File: src/rtl/instr_exec_pkg.sv
package instr_exec_pkg;
    // Instruction word width of the core
    localparam int IW = 10;
    // Opcodes of the decoded group
    localparam logic [9:0] OP_SKIP_T4 = 10'h283;
    localparam logic [9:0] OP_SYS_RESET = 10'h001;
    localparam logic [9:0] OP_SER_START = 10'h29e;
    // Bit-skip opcode: upper eight bits fixed, low two bits select j
    localparam logic [7:0] OP_SKIP_BIT_HI = 8'h08;
    // Position of the enable bit in interrupt control register two
    localparam int T4_EN_POS = 1;
    // APB register byte offsets
    localparam logic [7:0] ADDR_CTRL = 8'h00;
    localparam logic [7:0] ADDR_INSTR = 8'h04;
    localparam logic [7:0] ADDR_STATUS = 8'h08;
    localparam logic [7:0] ADDR_IRQ_ST = 8'h0C;
    localparam logic [7:0] ADDR_IRQ_MASK = 8'h10;
    localparam logic [7:0] ADDR_MEMWORD = 8'h14;
    // Reset values
    localparam logic [3:0] CTRL_RST = 4'h0;
    localparam logic [3:0] MEMWORD_RST = 4'hF;
    localparam logic [3:0] IRQ_MASK_RST = 4'h0;
    // Cycles the software reset pulse is held
    localparam int SYS_RST_CYCLES = 4;
    // Interrupt status bits
    localparam int EV_SKIP = 0;
    localparam int EV_T4_CLR = 1;
    localparam int EV_SER = 2;
    localparam int EV_RST = 3;
    typedef enum logic [1:0] {
        ST_IDLE = 2'b00,
        ST_RESET = 2'b01
    } exec_state_t;
endpackage

File: src/rtl/skip_reset_serial_instr_exec.sv
`timescale 1ns/1ps
// What this block does
// - Enable clear: skip when fourth-timer flag set
// - Taken timer skip clears the fourth-timer flag
// - Enable clear, flag clear: no skip
// - Enable set: instruction is a no-op
// - Serial start clears done flag, starts transfer
// - Skip when selected memory bit zero
// - Selected memory bit one: no skip
module skip_reset_serial_instr_exec (
    // Clock and reset
    input wire logic pclk,
    input wire logic presetn,
    // APB slave
    input wire logic psel,
    input wire logic penable,
    input wire logic pwrite,
    input wire logic [7:0] paddr,
    input wire logic [31:0] pwdata,
    output logic [31:0] prdata,
    output logic pready,
    output logic pslverr,
    // Timer and serial unit side
    input wire logic fourth_timer_set,
    input wire logic serial_done_set,
    output logic fourth_timer_request_flag,
    output logic serial_done_flag,
    output logic serial_start,
    // Core side
    output logic skip_next,
    output logic sys_reset,
    output logic irq
);
    import instr_exec_pkg::*;

    typedef struct packed {
        // Bus answer
        logic [31:0] prdata;
        logic pready;
        logic pslverr;
        // Software visible registers
        logic [3:0] ctrl;
        logic [3:0] memword;
        logic [9:0] last_instr;
        logic [3:0] irq_st;
        logic [3:0] irq_mask;
        // Flags set by the timer and serial units
        logic timer_flag;
        logic ser_done;
        // Stage 0 and 1 synchronise, stage 2 remembers for the edge
        logic [2:0] timer_sync;
        logic [2:0] ser_sync;
        // Pulses and levels towards the core
        logic ser_start;
        logic skip;
        logic skip_sticky;
        logic irq;
        logic rst_trig;
    } state_t;
    state_t s_r, s_nxt;

    // Bus phase decode
    logic setup_ph;
    logic wr_acc;
    logic rd_setup;
    logic addr_hit;

    // Instruction decode
    logic [9:0] op;
    logic exec_now;
    logic is_skip_t4;
    logic is_sys_rst;
    logic is_ser_start;
    logic is_bit_skip;

    // Flag edges and skip conditions
    logic timer_rise;
    logic ser_rise;
    logic en_bit;
    logic sel_bit;
    logic t4_take;
    logic bit_take;

    // Event vector and read multiplexer
    logic [3:0] ev;
    logic [31:0] rd_word;

    // Software reset level from the stretcher
    logic sys_reset_r;

    assign setup_ph = psel && !penable;
    assign wr_acc = psel && penable && pwrite;
    // Read data is fetched in setup so it stands while pready is high
    assign rd_setup = setup_ph && !pwrite;
    assign addr_hit = (paddr == ADDR_CTRL)
        || (paddr == ADDR_INSTR)
        || (paddr == ADDR_STATUS)
        || (paddr == ADDR_IRQ_ST)
        || (paddr == ADDR_IRQ_MASK)
        || (paddr == ADDR_MEMWORD);

    assign op = pwdata[9:0];
    assign exec_now = wr_acc && (paddr == ADDR_INSTR);
    assign is_skip_t4 = exec_now && (op == OP_SKIP_T4);
    assign is_sys_rst = exec_now && (op == OP_SYS_RESET);
    assign is_ser_start = exec_now && (op == OP_SER_START);
    assign is_bit_skip = exec_now && (op[9:2] == OP_SKIP_BIT_HI);

    assign timer_rise = s_r.timer_sync[1] && !s_r.timer_sync[2];
    assign ser_rise = s_r.ser_sync[1] && !s_r.ser_sync[2];
    // Control bit 1 stands in for the interrupt enable of the fourth timer
    assign en_bit = s_r.ctrl[T4_EN_POS];
    assign sel_bit = s_r.memword[op[1:0]];
    // Enable set turns the timer skip into a no-op
    assign t4_take = is_skip_t4 && !en_bit && s_r.timer_flag;
    assign bit_take = is_bit_skip && !sel_bit;

    always_comb begin
        ev = 4'h0;
        ev[EV_SKIP] = t4_take || bit_take;
        ev[EV_T4_CLR] = t4_take;
        ev[EV_SER] = ser_rise;
        ev[EV_RST] = is_sys_rst;
    end

    always_comb begin
        rd_word = 32'h0000_0000;
        case (paddr)
            ADDR_CTRL: begin
                rd_word = {28'h000_0000, s_r.ctrl};
            end
            ADDR_INSTR: begin
                rd_word = {22'h00_0000, s_r.last_instr};
            end
            ADDR_STATUS: begin
                rd_word = {28'h000_0000, sys_reset_r, s_r.skip_sticky, s_r.ser_done,
                    s_r.timer_flag};
            end
            ADDR_IRQ_ST: begin
                rd_word = {28'h000_0000, s_r.irq_st};
            end
            ADDR_IRQ_MASK: begin
                rd_word = {28'h000_0000, s_r.irq_mask};
            end
            ADDR_MEMWORD: begin
                rd_word = {28'h000_0000, s_r.memword};
            end
            default: begin
                rd_word = 32'h0000_0000;
            end
        endcase
    end

    always_comb begin
        s_nxt = s_r;
        s_nxt.timer_sync = {s_r.timer_sync[1:0], fourth_timer_set};
        s_nxt.ser_sync = {s_r.ser_sync[1:0], serial_done_set};
        s_nxt.ser_start = 1'b0;
        s_nxt.skip = 1'b0;
        s_nxt.rst_trig = 1'b0;
        // Zero-wait slave: answer decided in setup, shown in the access cycle
        s_nxt.pready = setup_ph;
        s_nxt.pslverr = setup_ph && !addr_hit;
        if (rd_setup) begin
            s_nxt.prdata = rd_word;
        end
        if (exec_now) begin
            s_nxt.last_instr = op;
        end
        if (t4_take) begin
            s_nxt.skip = 1'b1;
            s_nxt.timer_flag = 1'b0;
        end
        // Flag clear or enable set: skip and flag left alone
        if (is_sys_rst) begin
            s_nxt.rst_trig = 1'b1;
        end
        if (is_ser_start) begin
            s_nxt.ser_done = 1'b0;
            s_nxt.ser_start = 1'b1;
        end
        if (is_bit_skip) begin
            s_nxt.skip = !sel_bit;
        end
        // Hardware set wins over an instruction clear in the same cycle
        if (timer_rise) begin
            s_nxt.timer_flag = 1'b1;
        end
        if (ser_rise) begin
            s_nxt.ser_done = 1'b1;
        end
        if (exec_now) begin
            s_nxt.skip_sticky = s_nxt.skip;
        end
        if (wr_acc) begin
            case (paddr)
                ADDR_CTRL: begin
                    s_nxt.ctrl = pwdata[3:0];
                end
                ADDR_IRQ_ST: begin
                    s_nxt.irq_st = s_r.irq_st & ~pwdata[3:0];
                end
                ADDR_IRQ_MASK: begin
                    s_nxt.irq_mask = pwdata[3:0];
                end
                ADDR_MEMWORD: begin
                    s_nxt.memword = pwdata[3:0];
                end
                default: begin
                    s_nxt.irq_mask = s_nxt.irq_mask;
                end
            endcase
        end
        // A new event beats a write-one-to-clear in the same cycle
        s_nxt.irq_st = s_nxt.irq_st | ev;
        if (sys_reset_r) begin
            // Core state reloads; interrupt status, bus answer and synchronisers keep running
            s_nxt.ctrl = CTRL_RST;
            s_nxt.memword = MEMWORD_RST;
            s_nxt.irq_mask = IRQ_MASK_RST;
            s_nxt.last_instr = 10'h000;
            s_nxt.timer_flag = 1'b0;
            s_nxt.ser_done = 1'b0;
            s_nxt.ser_start = 1'b0;
            s_nxt.skip = 1'b0;
            s_nxt.skip_sticky = 1'b0;
            s_nxt.rst_trig = 1'b0;
        end
        s_nxt.irq = |(s_nxt.irq_st & s_nxt.irq_mask);
    end

    always_ff @(posedge pclk or negedge presetn) begin
        if (!presetn) begin
            s_r <= '0;
            s_r.ctrl <= CTRL_RST;
            s_r.memword <= MEMWORD_RST;
            s_r.irq_mask <= IRQ_MASK_RST;
        end else begin
            s_r <= s_nxt;
        end
    end

    // Stretches the one-cycle trigger so the whole core sees the reset
    sys_reset_stretch #(
        .CYCLES(SYS_RST_CYCLES)
    ) u_rst (
        .pclk(pclk),
        .presetn(presetn),
        .trigger(s_r.rst_trig),
        .sys_reset_r(sys_reset_r)
    );

    assign prdata = s_r.prdata;
    assign pready = s_r.pready;
    assign pslverr = s_r.pslverr;
    assign fourth_timer_request_flag = s_r.timer_flag;
    assign serial_done_flag = s_r.ser_done;
    assign serial_start = s_r.ser_start;
    assign skip_next = s_r.skip;
    assign sys_reset = sys_reset_r;
    assign irq = s_r.irq;
endmodule

File: src/rtl/sys_reset_stretch.sv
`timescale 1ns/1ps
module sys_reset_stretch #(
    parameter int CYCLES = 4
) (
    input wire logic pclk,
    input wire logic presetn,
    input wire logic trigger,
    output logic sys_reset_r
);
    import instr_exec_pkg::*;
    typedef struct packed {
        logic [7:0] cnt;
        logic rst;
    } stretch_t;
    stretch_t s_r, s_nxt;

    always_comb begin
        s_nxt = s_r;
        if (trigger) begin
            s_nxt.cnt = 8'(CYCLES);
            s_nxt.rst = 1'b1;
        end else if (s_r.cnt != 8'h00) begin
            s_nxt.cnt = s_r.cnt - 8'h01;
            s_nxt.rst = (s_r.cnt != 8'h01);
        end
    end

    always_ff @(posedge pclk or negedge presetn) begin
        if (!presetn) begin
            s_r <= '0;
        end else begin
            s_r <= s_nxt;
        end
    end

    assign sys_reset_r = s_r.rst;
endmodule

File: config.mk
export PLATFORM = sky130hd
export DESIGN_NAME = skip_reset_serial_instr_exec
export DESIGN_NICKNAME = d
export VERILOG_FILES = /design/src/rtl/instr_exec_pkg.sv /design/src/rtl/skip_reset_serial_instr_exec.sv /design/src/rtl/sys_reset_stretch.sv
export SDC_FILE = /design/constraint.sdc
export NUM_CORES = 1
export LEC_CHECK = 0
export BUFFER_PORTS_ARGS = -buffer_cell sky130_fd_sc_hd__buf_2
export CAP_MARGIN = 20
export CORE_ASPECT_RATIO = 1.75
export CORE_UTILIZATION = 40
export CTS_CLUSTER_DIAMETER = 60
export DETAILED_ROUTE_END_ITERATION = 6
export GPL_TIMING_DRIVEN = 1
export MAX_ROUTING_LAYER = met4
export PLACE_DENSITY = 0.75
export RECOVER_POWER = 100
export SYNTH_ARGS = -nofsm -noshare
export SYNTH_HDL_FRONTEND = slang
export SYNTH_SLANG_ARGS = --single-unit
File: constraint.sdc
create_clock -name pclk -period 3.3 [get_ports pclk]
set_clock_uncertainty 0.2 [all_clocks]
set_input_delay 0.66 -clock pclk [delete_from_list [all_inputs] [get_ports pclk]]
set_output_delay 0.66 -clock pclk [all_outputs]
set_load 0.01 [all_outputs]
==> flow_metrics.py <==
metrics = {
    "worst_hold_path": {
        "hold_depth": 0,
        "hold_class": "reg -> reg",
        "hold-path-endpoint": "s_nxt[10]$_DFF_PN0_",
        "hp-start": "s_nxt[9]$_DFF_PN0_",
    },
    "final_layout": {
        "diodes": 0,
        "final_cell_count_no_fill": 443,
        "layout.nets": 401,
        "drive_gt1_frac": 0.123,
        "area_growth_syn_to_layout_pct": 12.3,
        "fill_cells": 731,
    },
    "cts": {
        "clkLatencyLatePin_ns": 0.32,
        "cts_resized": 0,
        "clock-sinks": 60,
        "cts_buffers": 9,
        "clockRootBuffer": "clkbuf_16",
        "cts_tree": "done",
        "htree_levels": 3,
        "path_clk_slew_ns": 0.05,
        "cts_hold_buf": 0,
        "cts_setup_buffers": 0,
        "clockBufferDepth": 2,
    },
    "synthesis": {
        "ys_async_sr_fraction": 1.00,
        "synth-seq-cells": 60,
        "yosys_warnings": 0,
        "syn_inst": 317,
        "avgSynthCellArea_um2": 9.62,
        "synth_commonest_cells": "dfrtp_1 (56), nand2_1 (48), buf_4 (32)",
        "synth_most_common_cell": "dfrtp_1",
        "synthTopCellsByArea": "dfrtp_1 (46%), buf_4 (7.9%), nand2_1 (5.9%), mux2i_1 (4.6%), nor2_1 (3.6%)",
        "syn-cell-area_um2": 3050,
        "ys_types": 51,
        "yosysTopAreaCellShare": 0.459,
        "synth_area_leader_cell": "dfrtp_1",
        "synth_edf_count": 0,
        "yosysSeqAreaShare": 0.494,
        "synth-main-ff-cell": "dfrtp_1",
    },
    "floorplanning": {
        "io_pins": 87,
        "die_area_um2": 7990,
        "die_h_um": 118,
        "die_w_um": 68.0,
        "coreArea_um2": 7280,
        "num_rows": 41,
        "initial_core_util": 0.419,
    },
    "power": {
        "p_clk_frac": 0.428,
        "p_seq_frac": 0.432,
        "worst_ir_drop_vdd_uv": 466,
        "design_power_total_w": 0.00198,
        "p_comb_frac": 0.140,
        "swShare": 0.265,
        "cellLeakagePower_nw": 1.52,
        "p_sw_w": 0.000525,
        "p_int_w": 0.00145,
        "p_per_area_nw_per_um2": 578,
    },
    "worst_setup_path": {
        "r2r_setup_slack_ns": 0.96,
        "crit_path_top_delay_cell": "nor4b_2",
        "endpoint_kind": "flip-flop",
        "path_class": "in -> reg",
        "crit_buf_inv": 1,
        "max_stage_delay_ns": 0.63,
        "cp_max_fo": 7,
        "r2r-end": "u_rst.s_r[4]$_DFFE_PN0P_",
        "crit_start": "paddr[2]",
        "cp.arrival_ns": 2.63,
        "crit_required_ns": 3.29,
        "reg2reg_from": "u_rst.s_r[1]$_DFFE_PN0P_",
        "path_cells": "clkbuf_1 > nor4b_2 > nand3_1 > or4_1 > a21oi_1 > nor2_1",
        "start_kind": "primary input",
        "cp_top_family": "simple AND/OR/NAND/NOR gates",
        "r2r_cells": 7,
    },
    "routing": {
        "drc": 0,
        "vias": 2351,
        "wire_per_inst_um": 15.9,
        "antenna_left": 0,
        "drt_iter0_drc": 125,
        "routed_wirelength_mm": 7.03,
        "drt-vias-per-instance": 5.31,
        "dr.pass1.iters": 4,
    },
    "timing": {
        "slew-limit-headroom": -0.166,
        "finalCriticalPeriod_ns": 2.64,
        "setup_viol_count_final": 0,
        "fin_crit_sh": 0.801,
        "worstMarginPinSlew_ns": 1.75,
        "rsz0062_at_grt": "false",
        "finalHoldViolCount": 0,
        "fin_tns_setup_ns": 0,
        "drv_slew": 31,
        "fmax_mhz": 378,
    },
    "outcome": {
        "status": "finished with violations",
        "failed_checks": "capacitance limit, slew limit",
    },
    "global_routing": {
        "overflow": 0,
        "grt_pass1_vias": 2416,
        "antenna_found_initial": 0,
        "grt_max_degree": 32,
        "grt_util_all_layers": 0.204,
        "grt_pass1_wl_mm": 11.5,
    },
    "place": {
        "post-dp-hpwl_mm": 5.42,
        "place.gp.congestion": 0.984,
        "portBuffers": 42,
        "placed_cells": 427,
    },
    "run": {
        "maxCapViolCount": 1,
    },
}
==> cell type report <==
| class | instances | area, um^2 | share of cell area |
|---|---|---|---|
| clock buffer | 14 | 264 | 0.0770 |
| clock inverter | 2 | 10.0 | 0.00292 |
| inverter | 7 | 26.3 | 0.00767 |
| multi-input combinational | 226 | 1280 | 0.375 |
| sequential | 60 | 1510 | 0.440 |
| tap | 86 | 108 | 0.0314 |
| timing repair buffer | 48 | 228 | 0.0664 |
==> through the flow <==
| step | cell area [um^2] | hold WS (ns) | setup slack [ns] | utilization |
|---|---|---|---|---|
| global placement | 3200 | 0.132 | 0.537 | 0.440 |
| global route | 3430 | 0.157 | 0.491 | 0.470 |
| finish | 3430 | 0.150 | 0.656 | 0.470 |
| detailed placement | 3200 | 0.136 | 0.534 | 0.440 |
| CTS | 3480 | 0.146 | 0.812 | 0.477 |
| floorplan | 3130 | 0.131 | 0.806 | - |
==> power groups by stage <==
stage / logic (W) / registers [W] / clock network, W
detailed placement: 0.000283 / 0.000867 / 0
floorplan: 0.000221 / 0.000852 / 0
CTS: 0.000285 / 0.000855 / 0.000861
global route: 0.000319 / 0.000866 / 0.000893
finish: 0.000278 / 0.000855 / 0.000847
global placement: 0.000271 / 0.000863 / 0
==> flip-flops by register name, indices dropped and copies added, names as in the netlist <==
name                       count
skip_next                      1
irq                            1
pready                         1
u_rst.s_r                      8
s_r                           29
prdata                        10
serial_start                   1
serial_done_flag               1
s_nxt                          4
pslverr                        1
fourth_timer_request_flag      1
en_bit                         1
u_rst.sys_reset_r              1
==> per-layer routing <==
layer | wire length (um) | track usage | up-vias
met3 | 289 | 0.0291 | 31
met4 | 456 | 0.159 | 0
met1 | 2410 | 0.194 | 1113
met2 | 3870 | 0.346 | 86
li1 | - | - | 1121
met5 | 0 | - | -
==> cell families (layout without fill, tap and decap cells) <==
| logic type | after synthesis | count (layout) | synth area share |
|---|---|---|---|
| and+or+nand+nor | 137 | 137 | 0.222 |
| adders and majority gates | 2 | 2 | 0.00820 |
| buffers and inverters | 52 | 71 | 0.107 |
| xor gates and xnor gates | 4 | 4 | 0.0115 |
| other | 1 | 22 | 0.00123 |
| muxes | 15 | 15 | 0.0533 |
| AOI/OAI and AO/OA | 46 | 46 | 0.102 |
| DFF | 60 | 60 | 0.494 |
==> worst reg2reg max path: stages, from the launching register on <==
cell and delay [ns]:
dfrtp_1 0.40, inv_1 0.10, ha_1 0.19, or3b_1 0.43
nor3b_1 0.56, nor4_1 0.14, xnor2_1 0.16, nor2_1 0.05
==> worst max path at each step <==
stage | to | slack, ns | depth (start not counted)
floorplan | irq$_DFF_PN0_ | 0.81 | 6
global placement | irq$_DFF_PN0_ | 0.54 | 6
detailed placement | irq$_DFF_PN0_ | 0.53 | 6
CTS | irq$_DFF_PN0_ | 0.81 | 6
global route | prdata[2]$_DFFE_PN0P_ | 0.49 | 6
finish | serial_done_flag$_DFFE_PN0P_ | 0.66 | 6
==> cells in the final DEF, fill, tap and decap left out, types with 3 or more instances in the layout <==
cell	synthesis	routed
buf_2	4	19
nand4_1	5	5
nor2_1	29	29
nand2b_1	7	7
clkbuf_16	0	9
nor4_1	3	4
and3_1	8	8
inv_1	7	7
dfstp_2	4	4
xnor2_1	3	3
o21ai_0	2	6
clkbuf_1	6	29
nor3_1	9	9
a22o_1	3	3
a211o_1	5	5
nand2_1	48	48
dfrtp_1	56	56
nand3_1	12	12
a21oi_1	16	16
conb_1	1	22
mux2i_1	14	14
Note: power is estimated with default switching activity, not from simulation.
